--- config.mk ---
export PLATFORM = sky130hd
export DESIGN_NAME = sdp_debug_port
export DESIGN_NICKNAME = d
export VERILOG_FILES = /design/src/rtl/sdp_pkg.sv /design/src/rtl/sdp_fifo_if.sv /design/src/rtl/sdp_sync.sv /design/src/rtl/sdp_fifo.sv /design/src/rtl/sdp_debug_port.sv
export VERILOG_INCLUDE_DIRS = /design/src /design/src/rtl
export SDC_FILE = /design/constraint.sdc
export NUM_CORES = 1
export LEC_CHECK = 0
export ABC_AREA = 1
export BUFFER_PORTS_ARGS = -buffer_cell sky130_fd_sc_hd__buf_2
export CAP_MARGIN = 20
export CORE_MARGIN = 2
export CORE_UTILIZATION = 57
export CTS_BUF_LIST = sky130_fd_sc_hd__clkbuf_2
export CTS_CLUSTER_DIAMETER = 60
export DETAILED_ROUTE_END_ITERATION = 16
export PLACE_DENSITY_LB_ADDON = 0.12
export SYNTH_ARGS = -nofsm -noshare
export SYNTH_HDL_FRONTEND = slang
export SYNTH_SLANG_ARGS = --single-unit
--- constraint.sdc ---
create_clock -name clk_sys_i -period 3.9 [get_ports clk_sys_i]
set_clock_uncertainty 0.2 [all_clocks]
set_input_delay 0.195 -clock clk_sys_i [delete_from_list [all_inputs] [get_ports clk_sys_i]]
set_output_delay 0.195 -clock clk_sys_i [all_outputs]
set_load 0.1 [all_outputs]
--- src/rtl/sdp_defs.svh ---
`ifndef SDP_DEFS_SVH
`define SDP_DEFS_SVH

// ----------------------------------------------------------------
// Instruction register.
// ----------------------------------------------------------------
`define SDP_IR_W 4
`define SDP_IR_RESET 4'hF
`define SDP_INS_BYPASS 4'hF
`define SDP_INS_CTRL 4'h9
`define SDP_INS_TRACE 4'h8
`define SDP_IR_CAPTURE 4'h1

// ----------------------------------------------------------------
// Debug control register.
// ----------------------------------------------------------------
`define SDP_CTRL_W 32
`define SDP_CTRL_RESET 32'h0000_0000
`define SDP_CTRL_BRK_BIT 12

// ----------------------------------------------------------------
// Trace status codes.
// ----------------------------------------------------------------
`define SDP_CODE_STALL 3'h7
`define SDP_CODE_JUMP_PC 3'h6
`define SDP_CODE_JUMP_NO_PC 3'h5
`define SDP_CODE_EXCEPTION 3'h4
`define SDP_CODE_SEQUENTIAL 3'h3
`define SDP_CODE_TRACE_STALL 3'h2
`define SDP_CODE_TRIGGER 3'h1
`define SDP_CODE_DEBUG 3'h0

// ----------------------------------------------------------------
// Trace path sizes and timing.
// ----------------------------------------------------------------
`define SDP_PC_W 32
`define SDP_PC_CNT_W 6
`define SDP_PC_BITS 6'h20
`define SDP_FIFO_DEPTH 8
`define SDP_FIFO_AW 3
`define SDP_FIFO_W 35
`define SDP_DIV_W 4
`define SDP_TRACE_DIV 4'h2

`endif

--- src/rtl/sdp_pkg.sv ---
package sdp_pkg;

	typedef enum logic [3:0] {
		tap_reset,
		tap_idle,
		tap_sel_dr,
		tap_cap_dr,
		tap_sh_dr,
		tap_ex1_dr,
		tap_pa_dr,
		tap_ex2_dr,
		tap_up_dr,
		tap_sel_ir,
		tap_cap_ir,
		tap_sh_ir,
		tap_ex1_ir,
		tap_pa_ir,
		tap_ex2_ir,
		tap_up_ir
	} sdp_tap_t;

	typedef struct packed {
		sdp_tap_t tap;
		logic tck_p;
		logic [3:0] ir;
		logic [3:0] ir_sh;
		logic [31:0] dr_sh;
		logic [31:0] ctrl;
		logic dms;
		logic tdo;
		logic tdo_oe;
		logic real_mode;
		logic [3:0] div_cnt;
		logic dclk;
		logic [2:0] pcst;
		logic pcst_oe;
		logic [31:0] pc_sh;
		logic [5:0] pc_cnt;
		logic exc;
	} sdp_state_t;

endpackage

--- src/rtl/sdp_fifo_if.sv ---
`timescale 1ns/1ns
`default_nettype none

interface sdp_fifo_if #(
	parameter int W = 35
);
	logic [W-1:0] wdata;
	logic wvalid;
	logic wready;
	logic [W-1:0] rdata;
	logic rvalid;
	logic rready;

	modport store (
		input wdata, wvalid, rready,
		output wready, rdata, rvalid
	);
	modport user (
		output wdata, wvalid, rready,
		input wready, rdata, rvalid
	);
endinterface

`default_nettype wire

--- src/rtl/sdp_sync.sv ---
`timescale 1ns/1ns
`default_nettype none

module sdp_sync #(
	parameter int W = 1
) (
	// Clock and reset.
	input wire logic clk_sys_i,
	input wire logic arst_n_i,
	// Data.
	input wire logic [W-1:0] d_i,
	output logic [W-1:0] q_o
);
	typedef struct packed {
		logic [W-1:0] s1;
		logic [W-1:0] s2;
	} sdp_sync_t;

	sdp_sync_t s_q;
	sdp_sync_t s_d;

	always_comb begin
		s_d.s1 = d_i;
		s_d.s2 = s_q.s1;
	end

	always_ff @(posedge clk_sys_i or negedge arst_n_i) begin
		if (!arst_n_i) begin
			s_q <= '0;
		end else begin
			s_q <= s_d;
		end
	end

	assign q_o = s_q.s2;
endmodule

`default_nettype wire

--- src/rtl/sdp_fifo.sv ---
`timescale 1ns/1ns
`default_nettype none

module sdp_fifo #(
	parameter int W = 35,
	parameter int DEPTH = 8,
	parameter int AW = 3
) (
	// Clock and reset.
	input wire logic clk_sys_i,
	input wire logic arst_n_i,
	// Both sides.
	sdp_fifo_if.store f
);
	typedef struct packed {
		logic [DEPTH-1:0][W-1:0] mem;
		logic [AW-1:0] wp;
		logic [AW-1:0] rp;
		logic [AW:0] cnt;
		logic not_full;
	} sdp_fifo_t;

	sdp_fifo_t s_q;
	sdp_fifo_t s_d;
	logic push;
	logic pop;

	always_comb begin
		s_d = s_q;
		push = f.wvalid && s_q.not_full;
		pop = f.rready && (s_q.cnt != '0);
		if (push) begin
			s_d.mem[s_q.wp] = f.wdata;
			s_d.wp = s_q.wp + 1'b1;
		end
		if (pop) begin
			s_d.rp = s_q.rp + 1'b1;
		end
		if (push && !pop) begin
			s_d.cnt = s_q.cnt + 1'b1;
		end else if (pop && !push) begin
			s_d.cnt = s_q.cnt - 1'b1;
		end
		s_d.not_full = (s_d.cnt != (AW+1)'(DEPTH));
	end

	always_ff @(posedge clk_sys_i or negedge arst_n_i) begin
		if (!arst_n_i) begin
			s_q <= '0;
			s_q.not_full <= 1'b1;
		end else begin
			s_q <= s_d;
		end
	end

	assign f.wready = s_q.not_full;
	assign f.rvalid = (s_q.cnt != '0);
	assign f.rdata = s_q.mem[s_q.rp];
endmodule

`default_nettype wire

--- src/rtl/sdp_debug_port.sv ---
`timescale 1ns/1ns
`default_nettype none
`include "sdp_defs.svh"

module sdp_debug_port (
	// Clock and reset.
	input wire logic clk_sys_i,
	input wire logic arst_n_i,
	// Probe pins.
	input wire logic tck_i,
	input wire logic tms_i,
	input wire logic dms_i,
	input wire logic tdi_i,
	input wire logic trst_n_i,
	input wire logic debugboot_i,
	output logic tdo_o,
	output logic tdo_oe_o,
	output logic dclk_o,
	output logic [2:0] pcst_o,
	output logic pcst_oe_o,
	// Core side.
	input wire logic trace_valid_i,
	input wire logic [2:0] trace_code_i,
	input wire logic [31:0] trace_pc_i,
	output logic trace_ready_o,
	output logic debug_exc_o,
	output logic debug_break_flag_o
);
	// ----------------------------------------------------------------
	// Pin synchronisers and trace buffer.
	// ----------------------------------------------------------------
	logic [4:0] pins_s;
	logic tck_s;
	logic tms_s;
	logic dms_s;
	logic tdi_s;
	logic dboot_s;
	logic tap_rst_n;

	// The test clock is sampled as data on the system clock.
	sdp_sync #(
		.W(5)
	) u_sync (
		.clk_sys_i(clk_sys_i),
		.arst_n_i(arst_n_i),
		.d_i({tck_i, tms_i, dms_i, tdi_i, debugboot_i}),
		.q_o(pins_s)
	);

	assign tck_s = pins_s[4];
	assign tms_s = pins_s[3];
	assign dms_s = pins_s[2];
	assign tdi_s = pins_s[1];
	assign dboot_s = pins_s[0];
	// Test reset low holds the port in reset without a clock.
	assign tap_rst_n = arst_n_i & trst_n_i;

	sdp_fifo_if #(
		.W(`SDP_FIFO_W)
	) fq ();

	sdp_fifo #(
		.W(`SDP_FIFO_W),
		.DEPTH(`SDP_FIFO_DEPTH),
		.AW(`SDP_FIFO_AW)
	) u_fifo (
		.clk_sys_i(clk_sys_i),
		.arst_n_i(arst_n_i),
		.f(fq.store)
	);

	// ----------------------------------------------------------------
	// State.
	// ----------------------------------------------------------------
	sdp_pkg::sdp_state_t s_q;
	sdp_pkg::sdp_state_t s_d;
	logic rise;
	logic fall;
	logic beat;
	logic load_pc;
	logic [2:0] pop_code;

	assign fq.wdata = {trace_code_i, trace_pc_i};
	assign fq.wvalid = trace_valid_i && s_q.real_mode;
	assign rise = tck_s && !s_q.tck_p;
	assign fall = !tck_s && s_q.tck_p;
	assign beat = s_q.real_mode && (s_q.div_cnt == `SDP_TRACE_DIV - 4'h1);
	assign load_pc = beat && !s_q.dclk && (s_q.pc_cnt == '0);
	assign fq.rready = load_pc;
	assign pop_code = fq.rdata[`SDP_FIFO_W-1 -: 3];

	// ----------------------------------------------------------------
	// Next state.
	// ----------------------------------------------------------------
	always_comb begin
		s_d = s_q;
		s_d.tck_p = tck_s;
		// Debug-boot follows the pin each cycle, with no hold.
		s_d.exc = dboot_s;

		if (rise) begin
			// Mode selects sampled on the rising test clock.
			s_d.dms = dms_s;
			case (s_q.tap)
				sdp_pkg::tap_reset: begin
					s_d.tap = tms_s ? sdp_pkg::tap_reset : sdp_pkg::tap_idle;
				end
				sdp_pkg::tap_idle: begin
					s_d.tap = tms_s ? sdp_pkg::tap_sel_dr : sdp_pkg::tap_idle;
				end
				sdp_pkg::tap_sel_dr: begin
					s_d.tap = tms_s ? sdp_pkg::tap_sel_ir : sdp_pkg::tap_cap_dr;
				end
				sdp_pkg::tap_cap_dr: begin
					s_d.tap = tms_s ? sdp_pkg::tap_ex1_dr : sdp_pkg::tap_sh_dr;
				end
				sdp_pkg::tap_sh_dr: begin
					s_d.tap = tms_s ? sdp_pkg::tap_ex1_dr : sdp_pkg::tap_sh_dr;
				end
				sdp_pkg::tap_ex1_dr: begin
					s_d.tap = tms_s ? sdp_pkg::tap_up_dr : sdp_pkg::tap_pa_dr;
				end
				sdp_pkg::tap_pa_dr: begin
					s_d.tap = tms_s ? sdp_pkg::tap_ex2_dr : sdp_pkg::tap_pa_dr;
				end
				sdp_pkg::tap_ex2_dr: begin
					s_d.tap = tms_s ? sdp_pkg::tap_up_dr : sdp_pkg::tap_sh_dr;
				end
				sdp_pkg::tap_up_dr: begin
					s_d.tap = tms_s ? sdp_pkg::tap_sel_dr : sdp_pkg::tap_idle;
				end
				sdp_pkg::tap_sel_ir: begin
					s_d.tap = tms_s ? sdp_pkg::tap_reset : sdp_pkg::tap_cap_ir;
				end
				sdp_pkg::tap_cap_ir: begin
					s_d.tap = tms_s ? sdp_pkg::tap_ex1_ir : sdp_pkg::tap_sh_ir;
				end
				sdp_pkg::tap_sh_ir: begin
					s_d.tap = tms_s ? sdp_pkg::tap_ex1_ir : sdp_pkg::tap_sh_ir;
				end
				sdp_pkg::tap_ex1_ir: begin
					s_d.tap = tms_s ? sdp_pkg::tap_up_ir : sdp_pkg::tap_pa_ir;
				end
				sdp_pkg::tap_pa_ir: begin
					s_d.tap = tms_s ? sdp_pkg::tap_ex2_ir : sdp_pkg::tap_pa_ir;
				end
				sdp_pkg::tap_ex2_ir: begin
					s_d.tap = tms_s ? sdp_pkg::tap_up_ir : sdp_pkg::tap_sh_ir;
				end
				sdp_pkg::tap_up_ir: begin
					s_d.tap = tms_s ? sdp_pkg::tap_sel_dr : sdp_pkg::tap_idle;
				end
				default: begin
					s_d.tap = sdp_pkg::tap_reset;
				end
			endcase

			// Register actions of the state being left.
			case (s_q.tap)
				sdp_pkg::tap_reset: begin
					s_d.ir = `SDP_IR_RESET;
				end
				sdp_pkg::tap_cap_ir: begin
					s_d.ir_sh = `SDP_IR_CAPTURE;
				end
				sdp_pkg::tap_sh_ir: begin
					s_d.ir_sh = {tdi_s, s_q.ir_sh[`SDP_IR_W-1:1]};
				end
				sdp_pkg::tap_up_ir: begin
					s_d.ir = s_q.ir_sh;
				end
				sdp_pkg::tap_cap_dr: begin
					s_d.dr_sh = (s_q.ir == `SDP_INS_CTRL) ? s_q.ctrl : '0;
				end
				sdp_pkg::tap_sh_dr: begin
					if (s_q.ir == `SDP_INS_CTRL) begin
						s_d.dr_sh = {tdi_s, s_q.dr_sh[`SDP_CTRL_W-1:1]};
					end else begin
						s_d.dr_sh[0] = tdi_s;
					end
				end
				sdp_pkg::tap_up_dr: begin
					if (s_q.ir == `SDP_INS_CTRL) begin
						s_d.ctrl = s_q.dr_sh;
					end
				end
				default: begin
				end
			endcase

			// Trace mode starts when the trace instruction is updated with debug select low.
			if (s_q.tap == sdp_pkg::tap_up_ir && s_q.ir_sh == `SDP_INS_TRACE && !dms_s) begin
				s_d.real_mode = 1'b1;
				s_d.div_cnt = '0;
				s_d.dclk = 1'b0;
				s_d.pc_cnt = '0;
			end
		end

		// Outside trace mode, test output changes only on the falling test clock.
		if (fall && !s_q.real_mode) begin
			s_d.tdo_oe = (s_q.tap == sdp_pkg::tap_sh_ir) || (s_q.tap == sdp_pkg::tap_sh_dr);
			s_d.tdo = (s_q.tap == sdp_pkg::tap_sh_ir) ? s_q.ir_sh[0] : s_q.dr_sh[0];
		end

		// Trace output paced by a divided enable.
		if (s_q.real_mode) begin
			s_d.tdo_oe = 1'b1;
			s_d.pcst_oe = 1'b1;
			s_d.div_cnt = beat ? '0 : s_q.div_cnt + 4'h1;
			if (beat) begin
				s_d.dclk = !s_q.dclk;
				if (!s_q.dclk) begin
					if (s_q.pc_cnt != '0) begin
						s_d.tdo = s_q.pc_sh[0];
						s_d.pc_sh = {1'b0, s_q.pc_sh[`SDP_PC_W-1:1]};
						s_d.pc_cnt = s_q.pc_cnt - 6'h1;
						s_d.pcst = `SDP_CODE_SEQUENTIAL;
					end else if (fq.rvalid) begin
						// Status code of the traced event.
						s_d.pcst = pop_code;
						if (pop_code == `SDP_CODE_JUMP_PC || pop_code == `SDP_CODE_EXCEPTION) begin
							s_d.pc_sh = fq.rdata[`SDP_PC_W-1:0];
							s_d.pc_cnt = `SDP_PC_BITS;
						end
					end else begin
						s_d.pcst = `SDP_CODE_STALL;
					end
				end
			end
		end

		// Low test input acts as the debug interrupt in trace mode.
		if (s_q.real_mode && !tdi_s) begin
			s_d.real_mode = 1'b0;
			s_d.ir = `SDP_INS_BYPASS;
			s_d.tdo_oe = 1'b0;
			s_d.pcst_oe = 1'b0;
			s_d.dclk = 1'b0;
			s_d.pc_cnt = '0;
			s_d.pcst = `SDP_CODE_DEBUG;
		end

		// Debug-boot sets the break flag, winning over a clear.
		if (dboot_s) begin
			s_d.ctrl[`SDP_CTRL_BRK_BIT] = 1'b1;
		end
	end

	always_ff @(posedge clk_sys_i or negedge tap_rst_n) begin
		if (!tap_rst_n) begin
			s_q <= '0;
			s_q.tap <= sdp_pkg::tap_reset;
			s_q.ir <= `SDP_IR_RESET;
			s_q.ctrl <= `SDP_CTRL_RESET;
			s_q.pcst <= `SDP_CODE_DEBUG;
		end else begin
			s_q <= s_d;
		end
	end

	// ----------------------------------------------------------------
	// Outputs.
	// ----------------------------------------------------------------
	assign tdo_o = s_q.tdo;
	assign tdo_oe_o = s_q.tdo_oe;
	assign dclk_o = s_q.dclk;
	assign pcst_o = s_q.pcst;
	assign pcst_oe_o = s_q.pcst_oe;
	assign trace_ready_o = fq.wready;
	assign debug_exc_o = s_q.exc;
	assign debug_break_flag_o = s_q.ctrl[`SDP_CTRL_BRK_BIT];

	// ----------------------------------------------------------------
	// Checks.
	// ----------------------------------------------------------------
	a_shift_ir_in: assert property (
		@(posedge clk_sys_i) disable iff (!tap_rst_n)
		rise && s_q.tap == sdp_pkg::tap_sh_ir |=> s_q.ir_sh[`SDP_IR_W-1] == $past(tdi_s))
		else $error("Instruction shift did not take the test input.");

	a_tdo_on_fall: assert property (
		@(posedge clk_sys_i) disable iff (!tap_rst_n)
		$changed(s_q.tdo) && !$past(s_q.real_mode) && !s_q.real_mode |-> $past(fall))
		else $error("Test output changed away from a falling test clock.");

	a_tdo_released: assert property (
		@(posedge clk_sys_i) disable iff (!tap_rst_n)
		fall && !s_q.real_mode && s_q.tap == sdp_pkg::tap_idle |=> !tdo_oe_o)
		else $error("Test output driven while nothing shifts.");

	a_tms_steers: assert property (
		@(posedge clk_sys_i) disable iff (!tap_rst_n)
		rise && tms_s && s_q.tap == sdp_pkg::tap_idle |=> s_q.tap == sdp_pkg::tap_sel_dr)
		else $error("Mode select did not steer the controller.");

	a_dms_sampled: assert property (
		@(posedge clk_sys_i) disable iff (!tap_rst_n)
		rise |=> s_q.dms == $past(dms_s))
		else $error("Debug select not sampled on the test clock rise.");

	a_pcst_debug: assert property (
		@(posedge clk_sys_i) disable iff (!tap_rst_n)
		s_q.real_mode && !tdi_s |=> pcst_o == `SDP_CODE_DEBUG && !pcst_oe_o)
		else $error("Status code not debug after leaving trace.");

	a_boot_level: assert property (
		@(posedge clk_sys_i) disable iff (!tap_rst_n)
		##1 debug_exc_o == $past(dboot_s))
		else $error("Debug exception does not follow the boot level.");

	a_break_set: assert property (
		@(posedge clk_sys_i) disable iff (!tap_rst_n)
		dboot_s |=> debug_break_flag_o)
		else $error("Break flag not set by debug-boot.");

	a_dclk_paced: assert property (
		@(posedge clk_sys_i) disable iff (!tap_rst_n)
		beat && tdi_s |=> dclk_o != $past(dclk_o))
		else $error("Debug clock did not toggle on a trace beat.");

	a_pc_serial: assert property (
		@(posedge clk_sys_i) disable iff (!tap_rst_n)
		beat && tdi_s && !s_q.dclk && s_q.pc_cnt != '0 |=> tdo_o == $past(s_q.pc_sh[0]))
		else $error("Trace program counter bit not on the test output.");

	a_dint_stops: assert property (
		@(posedge clk_sys_i) disable iff (!tap_rst_n)
		s_q.real_mode && !tdi_s |=> !s_q.real_mode ##1 !dclk_o)
		else $error("Debug interrupt did not end trace mode.");

	a_tap_hold_reset: assert property (
		@(posedge clk_sys_i) disable iff (!tap_rst_n)
		rise && tms_s && s_q.tap == sdp_pkg::tap_reset |=> s_q.tap == sdp_pkg::tap_reset)
		else $error("Controller left reset with mode select high.");
endmodule

`default_nettype wire

==> results.txt <==
Die X: 191.3 um
commonest non-fill, non-tap cell in the layout: nand2_1
DRT Wirelength: 49.20 mm
initial DRC count: 1076
DRC viols: 0
final instance area: 0.02234 mm^2
Slowest cell on crit path: buf_4
pre-CTS WS: 1116 ps
Top FF cell, synth: dfrtp_1
Final Instance Count excl. Fillers: 3134
cts repair resizes: 0
Final Wtd Congestion: 0.8405
CTS clk-pin slew, worst paths: 100 ps
R2R setup slack: 550 ps
reg2reg end: u_fifo.s_q[135]$_DFFE_PN0P_
crit-path max FO: 70
# placed instances: 2843
PortBufs: 53
Worst Path Required: 4680 ps
Hold Buf Count CTS: 102
top cells by area, synth: dfrtp_1, nand2_1, o21ai_0, inv_1, nand3_1
run status: completed
num ports: 54
nets@finish: 2653
TNS Setup: 0 ps
post-synthesis sequential element count: 429
TritonCTS Buffers: 109
Lkg Pwr: 10.54 nW
Max H-tree Level: 3
Routed wire per std cell: 15.70 um
Cells after Synth: 2459
initial core utilization: 57.91%
Syn. warnings: 0
Cell variety after synth: 44
gr usage total: 28.03%
Die Ht: 191.3 um
largest area contributor in the netlist: dfrtp_1
max_cap viols: 0
clock buffer depth: 3
clock tree root buffer cell: clkbuf_2
via count: 16825
Setup WS post-layout: 545.7 ps
layout cells sized above 1: 12.25%
Sink Count: 429
Detailed Place HPWL: 27.58 mm
postcts setup bufs: 0
Area Growth Syn to Fin: 11.68%
largest net degree at the start of global routing: 145
Worst-Margin Slew: 883.4 ps
placed instance area: 0.02037 mm^2
die area: 0.03661 mm^2
cell row count: 68
ys async rst share: 100.0%
power density cells: 350.4 mW/mm^2
number of synthesized flops with an enable pin: 0
final worst path period need: 3354 ps
first-pass GRT wire length: 82.97 mm
crit path cell chain: inv_1 -> nor4_4 -> buf_4 -> nand2_1 -> dlygate4sd3_1 -> o21ai_0 -> dlygate4sd3_1
syn_nets: 2511
initial antenna violation count: 1
relative slew slack: 41.11%
core footprint: 0.03454 mm^2
ANT nets after route: 0
Synth top area share: 53.04%
Max IR drop VDD: 293.3 uV
Avg Inst Size Synth: 8.135 um^2
achievable frequency: 0.2981 GHz
WS Path Type: reg -> reg
Mapped Area: 0.02000 mm^2
crit-path max cell delay: 680 ps
CTS tree: yes
Crit Reg-Reg Startpoint: u_fifo.s_q[9]$_DFFE_PN0P_
later-pin clock latency in the skew report: 1040 ps
type of origin of the critical path: register
grt ovf: 0
crit path DAT: 4140 ps
Reg2Reg Depth: 7
RSZ-0062 raised after global routing: false
DR vias/cell: 5.369
Most Frequent Cell on Critical Path: dlygate4sd3_1
Seq/Total Area, Yosys: 53.70%
fin crit share: 86.01%
Final Hold Viols: 0
commonest non-fill, non-tap cells in the layout: nand2_1, dfrtp_1, o21ai_0, inv_1, nand3_1
vias in the first global route: 16796
Finish-stage setup viols: 0
Crit. End Element: register
Hold Crit Class: in -> async
Pins Over Slew Limit: 0
DRT Pass-1 Iters: 5
## worst max-delay path by stage
stage / from / to / slack [ps] / cells past startpoint
floorplan: arst_n_i / dclk_o$_DFF_PN0_ / 70 / 2
global placement: u_fifo.s_q[5]$_DFFE_PN0P_ / s_q[31]$_DFFE_PN0P_ / 1180 / 11
detailed placement: u_fifo.s_q[5]$_DFFE_PN0P_ / s_q[11]$_DFFE_PN0P_ / 1120 / 11
CTS: u_fifo.s_q[9]$_DFFE_PN0P_ / u_fifo.s_q[135]$_DFFE_PN0P_ / 690 / 7
global route: u_fifo.s_q[9]$_DFFE_PN0P_ / u_fifo.s_q[135]$_DFFE_PN0P_ / 360 / 7
finish: u_fifo.s_q[9]$_DFFE_PN0P_ / u_fifo.s_q[135]$_DFFE_PN0P_ / 550 / 7
## through the flow
step	hold WS, ps	power (W)	utilization (%)
after floorplan	-300.6	0.004746	-
after global placement	53.09	0.004901	58.96
after detailed placement	45.81	0.004904	58.96
after CTS	43.19	0.007911	64.66
after global routing	69.80	0.008209	64.67
final	132.7	0.007827	64.67
## logic make-up after synthesis
family / after synthesis / share of synthesized area (%)
and+or+nand+nor: 1010 / 21.52
buffers and inverters: 409 / 8.732
muxes: 1 / 0.05629
AOI/OAI and AO/OA: 592 / 15.05
adders and majority gates: 8 / 0.5004
DFF: 429 / 53.70
xor gates and xnor gates: 10 / 0.4379
## cells in the mapped netlist, drive strengths merged, types with 8 or more instances
cell and count:
a21oi 161, inv 256, nor2 123, or2 18, ha 8, nand3 183
clkbuf 70, buf 83, dfrtp 424, o21ai 410, nor3 29, nand2 646
xor2 8
## sequential cells by signal, summed over array words and instances, names as in the netlist
| name | cells |
|---|---|
| debug_break_flag_o | 1 |
| dclk_o | 1 |
| tdo_o | 1 |
| debug_exc_o | 1 |
| pcst_oe_o | 1 |
| u_sync.q_o | 5 |
| tdo_oe_o | 1 |
| u_fifo.f.wready | 1 |
| u_fifo.s_q | 290 |
| pcst_o | 3 |
| s_q | 119 |
| u_sync.s_d | 5 |
## worst max-delay path: cells and delay by family (launching register included)
family	cells	cell delay [ps]
AOI/OAI and AO/OA	1	70
buffers and inverters	4	2040
DFF	1	600
and+or+nand+nor	2	370
## where the power goes
part	switching [W]	total, W	internal (W)
registers	0.0000290	0.00450	0.00447
logic	0.000265	0.000388	0.000123
clock network	0.00181	0.00294	0.00113
total	0.00210	0.00783	0.00572
## per-layer routing
layer	wire length (um)	GRT usage [%]
met5	0	0
met4	811	9.349
met3	2212	4.847
met2	23960	46.70
met1	22220	37.30
## final cells by class
| cell class | instances | area (um^2) |
|---|---|---|
| multi-input cells | 1621 | 7551 |
| clock inverters | 20 | 90.09 |
| repair buffers | 184 | 1569 |
| clock buffers | 168 | 840.8 |
| well taps | 455 | 569.3 |
| flip-flops and latches | 429 | 10750 |
| diodes | 1 | 2.502 |
| fillers | 3093 | 12200 |
| inverters | 256 | 965.9 |
Note: power is estimated with default switching activity, not from simulation.
